--- src/hw/stp_pkg.sv ---
/*
  stp_pkg: constants for the unit-time tick and pause-pulse timing block.
  Assumes a 16-bit register port with byte offsets on a 4-bit address.
*/
package stp_pkg;
  // register byte offsets
  localparam logic [3:0] STP_OFS_TICK_DIVIDER = 4'h0;
  localparam logic [3:0] STP_OFS_PAUSE_CTRL = 4'h2;
  localparam logic [3:0] STP_OFS_CONFIG = 4'h4;
  localparam logic [3:0] STP_OFS_STATUS = 4'h6;
  // field widths and positions
  localparam int STP_DIV_W = 14;
  localparam int STP_CNT_W = 11;
  localparam int STP_GAP_W = 15;
  localparam int STP_BIT_PAUSE_EN = 15;
  localparam int STP_BIT_PAUSE_FIXED = 14;
  localparam int STP_BIT_INIT_HOLD = 15;
  localparam int STP_BIT_STAT_PAUSE = 15;
  localparam int STP_BIT_STAT_MSG = 14;
  // reset values
  localparam logic [13:0] STP_RST_TICK_DIVIDER = 14'h0000;
  localparam logic [15:0] STP_RST_PAUSE_CTRL = 16'h0000;
  localparam logic STP_RST_INIT_HOLD = 1'b1;
  // shortest pause pulse in ticks
  localparam logic [10:0] STP_MIN_PAUSE = 11'h00C;
  localparam logic [10:0] STP_CNT_MAX = 11'h7FF;
  // message timing state
  typedef enum logic [1:0] {
    STP_ST_IDLE = 2'b00,
    STP_ST_MSG = 2'b01,
    STP_ST_PAUSE = 2'b10
  } stp_state_t;
endpackage

--- src/hw/stp_timing.sv ---
/*
  stp_timing: unit-time prescaler and pause-pulse generator of a
  single-edge nibble transmitter, with its configuration registers.
  Assumes MSG_START_I and CRC_FALL_I are one-cycle pulses from logic on
  SYS_CLK_I, and that a register master follows the plain strobe port.
*/
// What this block does
// - writes to reserved offsets are ignored, reads of them return zero
// - divider and pause register writes accepted only while init hold is one
// - tick divider is a 14-bit unsigned field, 0 through 16383
// - one tick every divider plus one bus clock cycles
// - pause enable inserts a pause after the CRC nibble, else none
// - fixed mode pause lasts exactly the pause count in ticks when that count is twelve or more
// - fixed mode pause count below twelve gives a twelve tick pause
// - adaptive mode pause fills the rest of the programmed message period
// - adaptive period measurement starts at the calibration falling edge
// - adaptive mode with under twelve ticks left gives a twelve tick pause
// - pause count is an 11-bit field counted in unit-time ticks
// - init hold aborts transmission and unlocks configuration; clear locks it
`timescale 1ns/1ps
module stp_timing (
  input wire logic SYS_CLK_I,
  input wire logic RSTN_I,
  input wire logic [3:0] ADDR_I,
  input wire logic [15:0] WDATA_I,
  input wire logic WR_I,
  input wire logic RD_I,
  output logic [15:0] RDATA_O,
  input wire logic MSG_START_I,
  input wire logic CRC_FALL_I,
  output logic TICK_O,
  output logic INIT_HOLD_O,
  output logic PAUSE_ACTIVE_O,
  output logic PAUSE_DONE_O
);
  import stp_pkg::*;

  ////////////////////////////////////////////////////////////////////////
  // register file
  logic [STP_DIV_W-1:0] div;
  logic [15:0] pp_ctrl;
  logic init_hold;
  logic [15:0] rdata;
  stp_state_t state;
  logic [STP_CNT_W-1:0] period_cnt;

  // address decode
  wire sel_div = (ADDR_I == STP_OFS_TICK_DIVIDER);
  wire sel_pp = (ADDR_I == STP_OFS_PAUSE_CTRL);
  wire sel_cfg = (ADDR_I == STP_OFS_CONFIG);
  wire sel_stat = (ADDR_I == STP_OFS_STATUS);
  wire sel_rsvd = !(sel_div || sel_pp || sel_cfg || sel_stat);
  // locked registers only take writes under init hold
  wire wr_div = WR_I && sel_div && init_hold;
  wire wr_pp = WR_I && sel_pp && init_hold;
  wire wr_cfg = WR_I && sel_cfg;

  // read mux; unused bits and reserved offsets give zero
  wire [15:0] rd_div = {2'h0, div};
  wire [15:0] rd_pp = {pp_ctrl[15:14], 3'h0, pp_ctrl[10:0]};
  wire [15:0] rd_cfg = {init_hold, 15'h0000};
  wire [15:0] rd_stat = {state == STP_ST_PAUSE, state == STP_ST_MSG, 3'h0, period_cnt};
  wire [15:0] rd_mux = sel_div ? rd_div :
                       sel_pp ? rd_pp :
                       sel_cfg ? rd_cfg :
                       sel_stat ? rd_stat : 16'h0000;
  wire [15:0] next_rdata = RD_I ? rd_mux : 16'h0000;

  // configuration storage; the status offset is read only
  always_ff @(posedge SYS_CLK_I or negedge RSTN_I) begin
    if (!RSTN_I) begin
      div <= STP_RST_TICK_DIVIDER;
      pp_ctrl <= STP_RST_PAUSE_CTRL;
      init_hold <= STP_RST_INIT_HOLD;
      rdata <= 16'h0000;
    end else begin
      if (wr_div) begin
        div <= WDATA_I[STP_DIV_W-1:0];
      end
      if (wr_pp) begin
        pp_ctrl <= {WDATA_I[15:14], 3'h0, WDATA_I[10:0]};
      end
      if (wr_cfg) begin
        init_hold <= WDATA_I[STP_BIT_INIT_HOLD];
      end
      rdata <= next_rdata;
    end
  end

  assign RDATA_O = rdata;
  assign INIT_HOLD_O = init_hold;

  ////////////////////////////////////////////////////////////////////////
  // prescaler: held at zero under init hold so the first tick after
  // release comes one whole divider period later
  logic [STP_DIV_W-1:0] pre_cnt;
  logic tick;
  wire pre_hit = (pre_cnt == div);
  wire [STP_DIV_W-1:0] pre_inc = pre_cnt + 14'h0001;

  always_ff @(posedge SYS_CLK_I or negedge RSTN_I) begin
    if (!RSTN_I) begin
      pre_cnt <= 14'h0000;
      tick <= 1'b0;
    end else if (init_hold) begin
      pre_cnt <= 14'h0000;
      tick <= 1'b0;
    end else begin
      pre_cnt <= pre_hit ? 14'h0000 : pre_inc;
      tick <= pre_hit;
    end
  end

  assign TICK_O = tick;

  ////////////////////////////////////////////////////////////////////////
  // settings are sampled at message start so a change mid-message waits
  logic lat_en;
  logic lat_fixed;
  logic [STP_CNT_W-1:0] lat_count;
  logic [STP_CNT_W-1:0] pause_cnt;
  logic done;
  logic pause_active;
  wire start = MSG_START_I && !init_hold;
  wire take_start = start && (state != STP_ST_PAUSE);

  // period counter, cleared at the calibration falling edge
  wire period_sat = (period_cnt == STP_CNT_MAX);
  wire [STP_CNT_W-1:0] period_inc = period_cnt + 11'h001;

  always_ff @(posedge SYS_CLK_I or negedge RSTN_I) begin
    if (!RSTN_I) begin
      period_cnt <= 11'h000;
    end else if (init_hold || take_start) begin
      period_cnt <= 11'h000;
    end else if (tick && !period_sat) begin
      period_cnt <= period_inc;
    end
  end

  // pause length; adaptive mode subtracts the elapsed message time
  wire [STP_CNT_W-1:0] fix_len = (lat_count < STP_MIN_PAUSE) ? STP_MIN_PAUSE : lat_count;
  wire [STP_CNT_W-1:0] remain = (lat_count > period_cnt) ? lat_count - period_cnt : 11'h000;
  wire [STP_CNT_W-1:0] adp_len = (remain < STP_MIN_PAUSE) ? STP_MIN_PAUSE : remain;
  wire [STP_CNT_W-1:0] pause_len = lat_fixed ? fix_len : adp_len;
  wire crc_hit = CRC_FALL_I && (state == STP_ST_MSG) && !take_start;
  wire pause_end = (state == STP_ST_PAUSE) && tick && (pause_cnt == 11'h001);
  wire [STP_CNT_W-1:0] pause_dec = pause_cnt - 11'h001;

  // message sequencer; init hold aborts whatever is in flight
  always_ff @(posedge SYS_CLK_I or negedge RSTN_I) begin
    if (!RSTN_I) begin
      state <= STP_ST_IDLE;
      lat_en <= 1'b0;
      lat_fixed <= 1'b0;
      lat_count <= 11'h000;
      pause_cnt <= 11'h000;
      done <= 1'b0;
      pause_active <= 1'b0;
    end else if (init_hold) begin
      state <= STP_ST_IDLE;
      pause_cnt <= 11'h000;
      done <= 1'b0;
      pause_active <= 1'b0;
    end else begin
      done <= 1'b0;
      unique case (state)
        STP_ST_IDLE, STP_ST_MSG: begin
          if (take_start) begin
            state <= STP_ST_MSG;
            lat_en <= pp_ctrl[STP_BIT_PAUSE_EN];
            lat_fixed <= pp_ctrl[STP_BIT_PAUSE_FIXED];
            lat_count <= pp_ctrl[STP_CNT_W-1:0];
          end else if (crc_hit && lat_en) begin
            state <= STP_ST_PAUSE;
            pause_active <= 1'b1;
            pause_cnt <= pause_len;
          end else if (crc_hit) begin
            state <= STP_ST_IDLE;
            done <= 1'b1;
          end
        end
        STP_ST_PAUSE: begin
          if (pause_end) begin
            state <= STP_ST_IDLE;
            pause_active <= 1'b0;
            done <= 1'b1;
          end else if (tick) begin
            pause_cnt <= pause_dec;
          end
        end
        default: begin
          state <= STP_ST_IDLE;
          pause_active <= 1'b0;
        end
      endcase
    end
  end

  // outputs straight from the sequencer flops; pause_active mirrors the pause state
  assign PAUSE_ACTIVE_O = pause_active;
  assign PAUSE_DONE_O = done;

  ////////////////////////////////////////////////////////////////////////
  // checks; gap counts cycles since the last tick or since init hold
  logic [STP_GAP_W-1:0] gap;
  wire [STP_GAP_W-1:0] gap_want = {1'b0, div} + 15'h0001;

  always_ff @(posedge SYS_CLK_I or negedge RSTN_I) begin
    if (!RSTN_I) begin
      gap <= 15'h0000;
    end else if (init_hold) begin
      gap <= 15'h0000;
    end else if (tick) begin
      gap <= 15'h0001;
    end else begin
      gap <= gap + 15'h0001;
    end
  end

  property p_rsvd_read;
    @(posedge SYS_CLK_I) disable iff (!RSTN_I)
    RD_I && sel_rsvd |=> RDATA_O == 16'h0000;
  endproperty
  a_rsvd_read: assert property (p_rsvd_read) else $error("reserved read not zero");

  property p_locked_write;
    @(posedge SYS_CLK_I) disable iff (!RSTN_I)
    WR_I && (sel_div || sel_pp) && !init_hold |=> $stable(div) && $stable(pp_ctrl);
  endproperty
  a_locked_write: assert property (p_locked_write) else $error("locked write took");

  property p_div_read;
    @(posedge SYS_CLK_I) disable iff (!RSTN_I)
    RD_I && sel_div && !WR_I |=> RDATA_O == {2'h0, $past(div)};
  endproperty
  a_div_read: assert property (p_div_read) else $error("divider readback wrong");

  property p_tick_gap;
    @(posedge SYS_CLK_I) disable iff (!RSTN_I)
    TICK_O |-> gap == gap_want;
  endproperty
  a_tick_gap: assert property (p_tick_gap) else $error("tick spacing wrong");

  property p_no_pause;
    @(posedge SYS_CLK_I) disable iff (!RSTN_I)
    crc_hit && !lat_en && !init_hold |=> PAUSE_DONE_O && !PAUSE_ACTIVE_O;
  endproperty
  a_no_pause: assert property (p_no_pause) else $error("pause without enable");

  property p_fixed_len;
    @(posedge SYS_CLK_I) disable iff (!RSTN_I)
    crc_hit && lat_en && lat_fixed && !init_hold
      |=> PAUSE_ACTIVE_O && (($past(lat_count) < STP_MIN_PAUSE) ?
      (pause_cnt == STP_MIN_PAUSE) : (pause_cnt == $past(lat_count)));
  endproperty
  a_fixed_len: assert property (p_fixed_len) else $error("fixed pause length wrong");

  property p_adapt_len;
    @(posedge SYS_CLK_I) disable iff (!RSTN_I)
    crc_hit && lat_en && !lat_fixed && !init_hold
      |=> pause_cnt == $past(lat_count) - $past(period_cnt) || pause_cnt == STP_MIN_PAUSE;
  endproperty
  a_adapt_len: assert property (p_adapt_len) else $error("adaptive pause wrong");

  property p_adapt_min;
    @(posedge SYS_CLK_I) disable iff (!RSTN_I)
    crc_hit && lat_en && !lat_fixed && !init_hold && remain < STP_MIN_PAUSE
      |=> pause_cnt == STP_MIN_PAUSE;
  endproperty
  a_adapt_min: assert property (p_adapt_min) else $error("adaptive minimum wrong");

  property p_hold_abort;
    @(posedge SYS_CLK_I) disable iff (!RSTN_I)
    init_hold |=> !PAUSE_ACTIVE_O && !TICK_O && !PAUSE_DONE_O;
  endproperty
  a_hold_abort: assert property (p_hold_abort) else $error("hold did not abort");

  property p_pause_step;
    @(posedge SYS_CLK_I) disable iff (!RSTN_I)
    PAUSE_ACTIVE_O && tick && pause_cnt > 11'h001 && !init_hold
      |=> pause_cnt == $past(pause_cnt) - 11'h001 && PAUSE_ACTIVE_O;
  endproperty
  a_pause_step: assert property (p_pause_step) else $error("pause count step wrong");

  property p_release_zero;
    @(posedge SYS_CLK_I) disable iff (!RSTN_I)
    $fell(init_hold) |-> pre_cnt == 14'h0000 && !TICK_O;
  endproperty
  a_release_zero: assert property (p_release_zero) else $error("prescaler not restarted");

  c_fixed_done: cover property (@(posedge SYS_CLK_I) disable iff (!RSTN_I)
    PAUSE_ACTIVE_O && lat_fixed ##1 PAUSE_DONE_O);
  c_adapt_min: cover property (@(posedge SYS_CLK_I) disable iff (!RSTN_I)
    crc_hit && lat_en && !lat_fixed && remain < STP_MIN_PAUSE);
  c_no_pause: cover property (@(posedge SYS_CLK_I) disable iff (!RSTN_I)
    crc_hit && !lat_en);
  c_locked: cover property (@(posedge SYS_CLK_I) disable iff (!RSTN_I)
    WR_I && sel_pp && !init_hold);
endmodule

--- config.mk ---
export PLATFORM = sky130hd
export DESIGN_NAME = stp_timing
export DESIGN_NICKNAME = d
export VERILOG_FILES = /design/src/hw/stp_pkg.sv /design/src/hw/stp_timing.sv
export SDC_FILE = /design/constraint.sdc
export NUM_CORES = 1
export LEC_CHECK = 0
export ABC_AREA = 0
export BUFFER_PORTS_ARGS = -buffer_cell sky130_fd_sc_hd__clkbuf_2
export CAP_MARGIN = 20
export CELL_PAD_IN_SITES_DETAIL_PLACEMENT = 2
export CELL_PAD_IN_SITES_GLOBAL_PLACEMENT = 2
export CORE_MARGIN = 2
export CORE_UTILIZATION = 35
export CTS_BUF_LIST = sky130_fd_sc_hd__clkbuf_4
export DETAILED_ROUTE_END_ITERATION = 8
export GPL_TIMING_DRIVEN = 0
export PLACE_DENSITY = 0.79
export SLEW_MARGIN = 10
export SYNTH_ARGS = -nofsm -noshare
export SYNTH_HDL_FRONTEND = slang
export SYNTH_SLANG_ARGS = --single-unit
--- constraint.sdc ---
create_clock -name SYS_CLK_I -period 3.2 [get_ports SYS_CLK_I]
set_input_delay 0 -clock SYS_CLK_I [delete_from_list [all_inputs] [get_ports SYS_CLK_I]]
set_output_delay 0 -clock SYS_CLK_I [all_outputs]
set_load 0.005 [all_outputs]
======== Word-level counts from Yosys, hierarchy flattened ========
Cells that the tools add are included.
word-level totals
  output and inout port bits .............. 20
  RAM bits ................................ 0
  register bits after elaboration ......... 98
  bits in latches ......................... 0
  ROM bits ................................ 0
  memories ................................ 0
operators by class
  div/mod/pow operators ................... 0
  muxes and demuxes ....................... 37
  multiply operators ...................... 0
  add/subtract/negate cells ............... 4
  reductions and logical operators ........ 26
  magnitude comparators ................... 3
  eq/ne operators ......................... 15
  bitwise operators ....................... 1
  shift operators ......................... 0
operators by type and width
  operator                                                                        number
  11-bit 2-to-1 mux                                                               11
  16-bit 2-to-1 mux                                                               5
  14-bit 2-to-1 mux                                                               2
  11-bit by 4-bit less-than comparator with 1-bit output (second input constant)  2
  11-bit one-hot mux with 2 select lines                                          1
  14-bit by 1-bit adder with 14-bit output (second input constant)                1
  14-bit equality test                                                            1
  1-bit logical AND                                                               13
  11-bit by 1-bit adder with 11-bit output (second input constant)                1
  11-bit by 1-bit equality test with 1-bit output (second input constant)         1
  11-bit equality test (second input constant)                                    1
  11-bit greater-than comparator                                                  1
  11-bit by 1-bit subtractor with 11-bit output (second input constant)           1
  11-bit subtractor                                                               1
  1-bit 2-to-1 mux                                                                10
  2-bit 2-to-1 mux                                                                5
  3-bit != test (second input constant)                                           3
  4-bit by 3-bit equality test with 1-bit output (second input constant)          2
  3-bit by 2-bit != test with 1-bit output (second input constant)                2
  3-bit AND reduction                                                             2
  5-bit != test (second input constant)                                           1
  5-bit AND reduction                                                             1
  4-bit by 2-bit equality test with 1-bit output (second input constant)          1
  4-bit logical NOT                                                               1
  other kinds (13)                                                                16

======== Logic depth before layout (Yosys ltp) ========
  depth after elaboration ................. 10
  gate-level depth with buffers ........... 10
  gate-level depth less buffers ........... 10

======== Worst setup path after synthesis ========
No wires, ideal clock.
  kind .................................... reg2reg
  from .................................... reg period_cnt[0]
  to ...................................... reg pause_cnt[1]
  cell stages (with the launch flop) ...... 10
  arrival time ............................ 2.307 ns
  slack ................................... 0.762 ns
  data required time ...................... 3.069 ns
  library setup time ...................... 0.131 ns
  path through ............................ dfrtp_1 -> ha_1 -> inv_1 -> fa_1 -> a21o_1 -> a221oi_2 -> xnor2_1 -> a2111o_1 -> o31ai_1 -> nand3_1
between the ends
  cells in the longest elaborated chain, start to end .. 9
RTL lines
  element                                                              RTL line           source
  from (decl)                                                          stp_timing.sv:45   logic [STP_CNT_W-1:0] period_cnt;
  from (signal assigned)                                               stp_timing.sv:137  period_cnt <= period_inc;
  11-bit subtractor or 11-bit greater-than comparator (tied branches)  stp_timing.sv:143  wire [STP_CNT_W-1:0] remain = (lat_count > period_cnt) ? lat_count - period_cnt : 11'h000;
  11-bit 2-to-1 mux *                                                  stp_timing.sv:143
  11-bit by 4-bit less-than comparator with 1-bit output               stp_timing.sv:144  wire [STP_CNT_W-1:0] adp_len = (remain < STP_MIN_PAUSE) ? STP_MIN_PAUSE : remain;
  11-bit 2-to-1 mux *                                                  stp_timing.sv:144
  11-bit 2-to-1 mux *                                                  stp_timing.sv:145  wire [STP_CNT_W-1:0] pause_len = lat_fixed ? fix_len : adp_len;
  11-bit 2-to-1 mux *                                                  stp_timing.sv:174  end else if (crc_hit && lat_en) begin
  11-bit 2-to-1 mux *                                                  stp_timing.sv:169  if (take_start) begin
  11-bit one-hot mux with 2 select lines *                             stp_timing.sv:167  unique case (state)
  11-bit 2-to-1 mux *                                                  stp_timing.sv:160  end else if (init_hold) begin
  to (signal assigned)                                                 stp_timing.sv:177  pause_cnt <= pause_len;
  to (signal assigned)                                                 stp_timing.sv:189  pause_cnt <= pause_dec;
  to (decl)                                                            stp_timing.sv:121  logic [STP_CNT_W-1:0] pause_cnt;
Mark *: on every way between the ends. The rest lies on a longest branch, timed or not. The select of a mux whose other input is x is not followed.
A chain may end at the register's enable or synchronous reset.

======== Worst setup path after layout ========
  from .................................... reg period_cnt[0]
  to ...................................... reg pause_cnt[3]
Same word-level chain as after synthesis.

==> results.txt <==
- Critical path's slowest cell: sky130_fd_sc_hd__dfrtp_1
- Setup WS post-layout: 0.204 ns
- The min-delay analysis places its worst path in the category primary input to flop.
* Predominant post-synthesis flop cell: sky130_fd_sc_hd__dfrtp_1
- The floorplan step defined a die boundary enclosing 16900 sq um.
- Sequential cell area fraction in the yosys report: 44.1%
- In this run the deepest clock path goes through 2 buffers.
* FP Rows: 46
- Vias in the first global route: 5246
- Counting both buffers and inverters, the worst setup path holds a total of 1.
- Post-synthesis average cell area: 9.62 sq um
- Once detail routing completed, the nets flagged for antenna violations numbered 0.
- In this run the horizontal extent of the chip is 130 um.
- Initial core utilization: 35.4%
- Via density per instance: 5.50
- Vias after detailed routing: 4843
- DRC errors left: 0
* Maximum fanout along the worst path: 6
- Post-Synthesis Net Count: 620
* Number of clock sinks seen by CTS: 98
- Outcome: complete, no violations
- The library cell used most frequently in the layout, excluding fill and tap cells, is sky130_fd_sc_hd__dfrtp_1.
- Aggregate global routing overflow: 0
* Commonest cells after routing, fill and taps aside: 97 x sky130_fd_sc_hd__dfrtp_1, 61 x sky130_fd_sc_hd__nor2_1, 48 x sky130_fd_sc_hd__nand2_1
- For this run, the top clock speed supported by timing is 0.334 GHz.
* Post-CTS setup buffer count: 0
- Clock-pin slew was measured on the worst setup and hold paths at 0.18 ns.
- Wires add up to 18900 um.
* Number of failing hold endpoints at the final stage: 0
- Category of the most critical setup path: flop to flop
* 1st-iter DRT viols: 246
- Area added between synthesis and finish: 16.3%
- In this run the standard cell core region covers 15700 sq um.
- The worst register-to-register path ends at pause_cnt[3]$_DFFE_PN0P_.
* Power per cell area: 656 nW/um^2
* Largest delay share family, worst path: compound AO/OA/AOI/OAI gates
- Beginning of the worst hold path: ADDR_I[1]
- On the final layout, the worst clock skew is 0.0321 ns.
- Final Max Tran Viols: 0
- Source of the worst register-to-register timing path: period_cnt[0]$_DFFE_PN0P_
* Maximum single-stage delay on the critical path: 0.52 ns
* Count of distinct cell types in the synthesized netlist: 60
- In this run the tool buffered the top-level ports with 43 buffer cells.
- Counting flops and latches in the post-synthesis netlist gives 98.
* Flop2flop setup slack: 0.20 ns
- Share of cells above drive strength 1: 17.9%
- Length in cells of the worst reg-to-reg path: 9
- The worst setup path is captured at a flop.
- Total chip power: 0.00424 W
- Setup repair after global routing left no endpoint under its margin.
- Post-route non-filler standard cell count: 880
- For this design the static power due to leakage is 2.89 nW.
- Final #Nets: 701
- The first global-routing pass estimated 29900 um of wire.
- Number of buffers created by CTS: 9
* Count of H-tree levels built during CTS: 3
* Routed wirelength normalized by instance count: 21.5 um
- The worst pin sits at a relative slew slack of 23.3%.
- Once the clock tree was built, the resizer swapped 0 gates to a different size.
* Synth Instances: 578
* Worst Hold Slack: 0.0218 ns
- After layout, the worst path uses 93.6% of the clock period.
* Worst-case vdd ir drop: 0.000217 V
* Number of ports placed on the die boundary: 46
- The synthesized netlist occupies a cell area of 5560 sq um.
* Yosys Warn Count: 0
- The die is 130 um tall.
- Routability congestion estimate: 0.874
- Number of antenna violations at the first check in global routing: 0
- Setup violations remaining at the end of the flow were counted as 0.
* N_diodes: 0
* Startpoint kind of the worst setup timing path: flop
- Including well taps, the total number of placed cells is 837.
- Post-detailed-placement half-perimeter wirelength: 13700 um
* Number of enable-type register cells in the synthesized netlist: 0
- The smallest clock period supported by the final layout is computed as 3.00 ns.
* Required time of the critical path: 3.63 ns
- For hold timing, the worst endpoint is RDATA_O[2]$_DFF_PN0_.
- For the pin with the worst max-slew slack, the measured transition is 1.15 ns.
* Clock insertion delay at the later pin of the skew report: 0.53 ns
* Async S/R FF share, synth: 100%
- The worst hold path passes through 5 cells.
- Across every metal layer, demand over resource in global routing totals 23.3%.
- CTS tree: built
- Maximum Capacitance Violations: 0
- Pin count of the biggest net entering global routing: 99
* Root buffer selected by CTS: sky130_fd_sc_hd__clkbuf_4
- Sum Neg Setup Slack: 0 ns
* Signal arrival time at the worst endpoint: 3.43 ns
- Before CTS, the worst setup slack after placement is 0.241 ns.
- Number of iterations in the first detailed-routing pass: 4
- Walking the worst path, the cells encountered are ha_1 > inv_1 > fa_1 > a21o_1 > a221oi_2 > o21ai_0 > xor2_1 > nor3b_1 > a211o_1.
==> flip-flops by register name, summed over array words and instances (netlist names) <==
register,flops
lat_en,1
PAUSE_ACTIVE_O,1
state,2
RDATA_O,16
INIT_HOLD_O,1
pp_ctrl,13
div,14
lat_fixed,1
pause_cnt,11
pre_cnt,14
lat_count,11
PAUSE_DONE_O,1
period_cnt,11
TICK_O,1
==> report_power, final <==
| group | internal [W] | switching, W |
|---|---|---|
| Clock | 0.000250 | 0.000481 |
| Sequential | 0.00141 | 0.000252 |
| Combinational | 0.000749 | 0.00110 |
| Total | 0.00241 | 0.00183 |
==> metal layers <==
| metal | track usage, % | vias to the layer above | wire length, um |
|---|---|---|---|
| met5 | 0 | - | 0 |
| met4 | 6.51 | 0 | 336 |
| met3 | 4.06 | 26 | 588 |
| met2 | 40.5 | 83 | 9650 |
| met1 | 30.0 | 2523 | 8310 |
| li1 | - | 2211 | - |
==> cell usage after synthesis, types with 7 or more instances <==
library cell / n / share of area (%)
sky130_fd_sc_hd__o21ai_0: 32 / 2.9
sky130_fd_sc_hd__and3_1: 8 / 0.90
sky130_fd_sc_hd__nor3_1: 27 / 2.4
sky130_fd_sc_hd__nand2b_1: 7 / 0.79
sky130_fd_sc_hd__dfrtp_1: 97 / 44
sky130_fd_sc_hd__nor3b_1: 8 / 1.1
sky130_fd_sc_hd__ha_1: 15 / 3.4
sky130_fd_sc_hd__clkbuf_1: 21 / 1.4
sky130_fd_sc_hd__nand3_1: 18 / 1.6
sky130_fd_sc_hd__nand2_1: 48 / 3.2
sky130_fd_sc_hd__a31oi_1: 7 / 0.79
sky130_fd_sc_hd__nand4_1: 9 / 1.0
sky130_fd_sc_hd__xnor2_1: 22 / 3.5
sky130_fd_sc_hd__mux2_2: 41 / 8.3
sky130_fd_sc_hd__inv_1: 23 / 1.6
sky130_fd_sc_hd__nor2_1: 61 / 4.1
sky130_fd_sc_hd__a221oi_1: 7 / 1.1
sky130_fd_sc_hd__xor2_1: 23 / 3.6
sky130_fd_sc_hd__a21oi_1: 20 / 1.8
==> cell type report <==
type / count / area (sq um)
well taps: 216 / 270
repair buffers: 70 / 494
flip-flops and latches: 98 / 2450
fillers: 1743 / 9250
clock buffers: 10 / 75.1
multi-input cells: 425 / 2870
inverters: 23 / 86.3
clock inverters: 6 / 65.1
plain buffers: 32 / 150
==> worst min-delay path, stage by stage <==
cell,delay [ns]
sky130_fd_sc_hd__clkbuf_1,0.20
sky130_fd_sc_hd__nand2_1,0.12
sky130_fd_sc_hd__nand2_1,0.06
sky130_fd_sc_hd__o21ai_0,0.07
sky130_fd_sc_hd__nor3_1,0.06
==> how the worst max path moves through the flow <==
stage	start	endpoint	slack, ns	cells after the start
3_3_place_gp	period_cnt[0]$_DFFE_PN0P_	pause_cnt[3]$_DFFE_PN0P_	0.33	9
3_5_place_dp	period_cnt[0]$_DFFE_PN0P_	pause_cnt[3]$_DFFE_PN0P_	0.24	9
6_report	period_cnt[0]$_DFFE_PN0P_	pause_cnt[3]$_DFFE_PN0P_	0.20	9
4_1_cts	period_cnt[0]$_DFFE_PN0P_	pause_cnt[3]$_DFFE_PN0P_	0.25	9
5_1_grt	period_cnt[0]$_DFFE_PN0P_	pause_cnt[3]$_DFFE_PN0P_	0.08	9
2_1_floorplan	period_cnt[0]$_DFFE_PN0P_	pause_cnt[1]$_DFFE_PN0P_	0.76	9
==> cells by family after synthesis <==
family / Yosys count / synth area share [%]
xor+xnor: 45 / 7.08
fa+ha+maj: 16 / 3.73
compound gates: 104 / 12.3
mux: 45 / 9.02
buf+inv: 55 / 4.25
flops: 98 / 44.1
simple gates: 215 / 19.5
==> per-stage QoR <==
step | utilization, % | instance area (sq um)
3_5_place_dp | 38.5 | 6060
5_1_grt | 41.2 | 6470
6_report | 41.2 | 6470
2_1_floorplan | - | 5560
4_1_cts | 41.2 | 6470
3_3_place_gp | 38.5 | 6050
==> repair_timing <==
action                                  in CTS  in global routing
endpoints found under the setup margin       0                  0
hold buffers                                27                  0
endpoints found under the hold margin      135                  0
(Power assumes the default switching activity.)
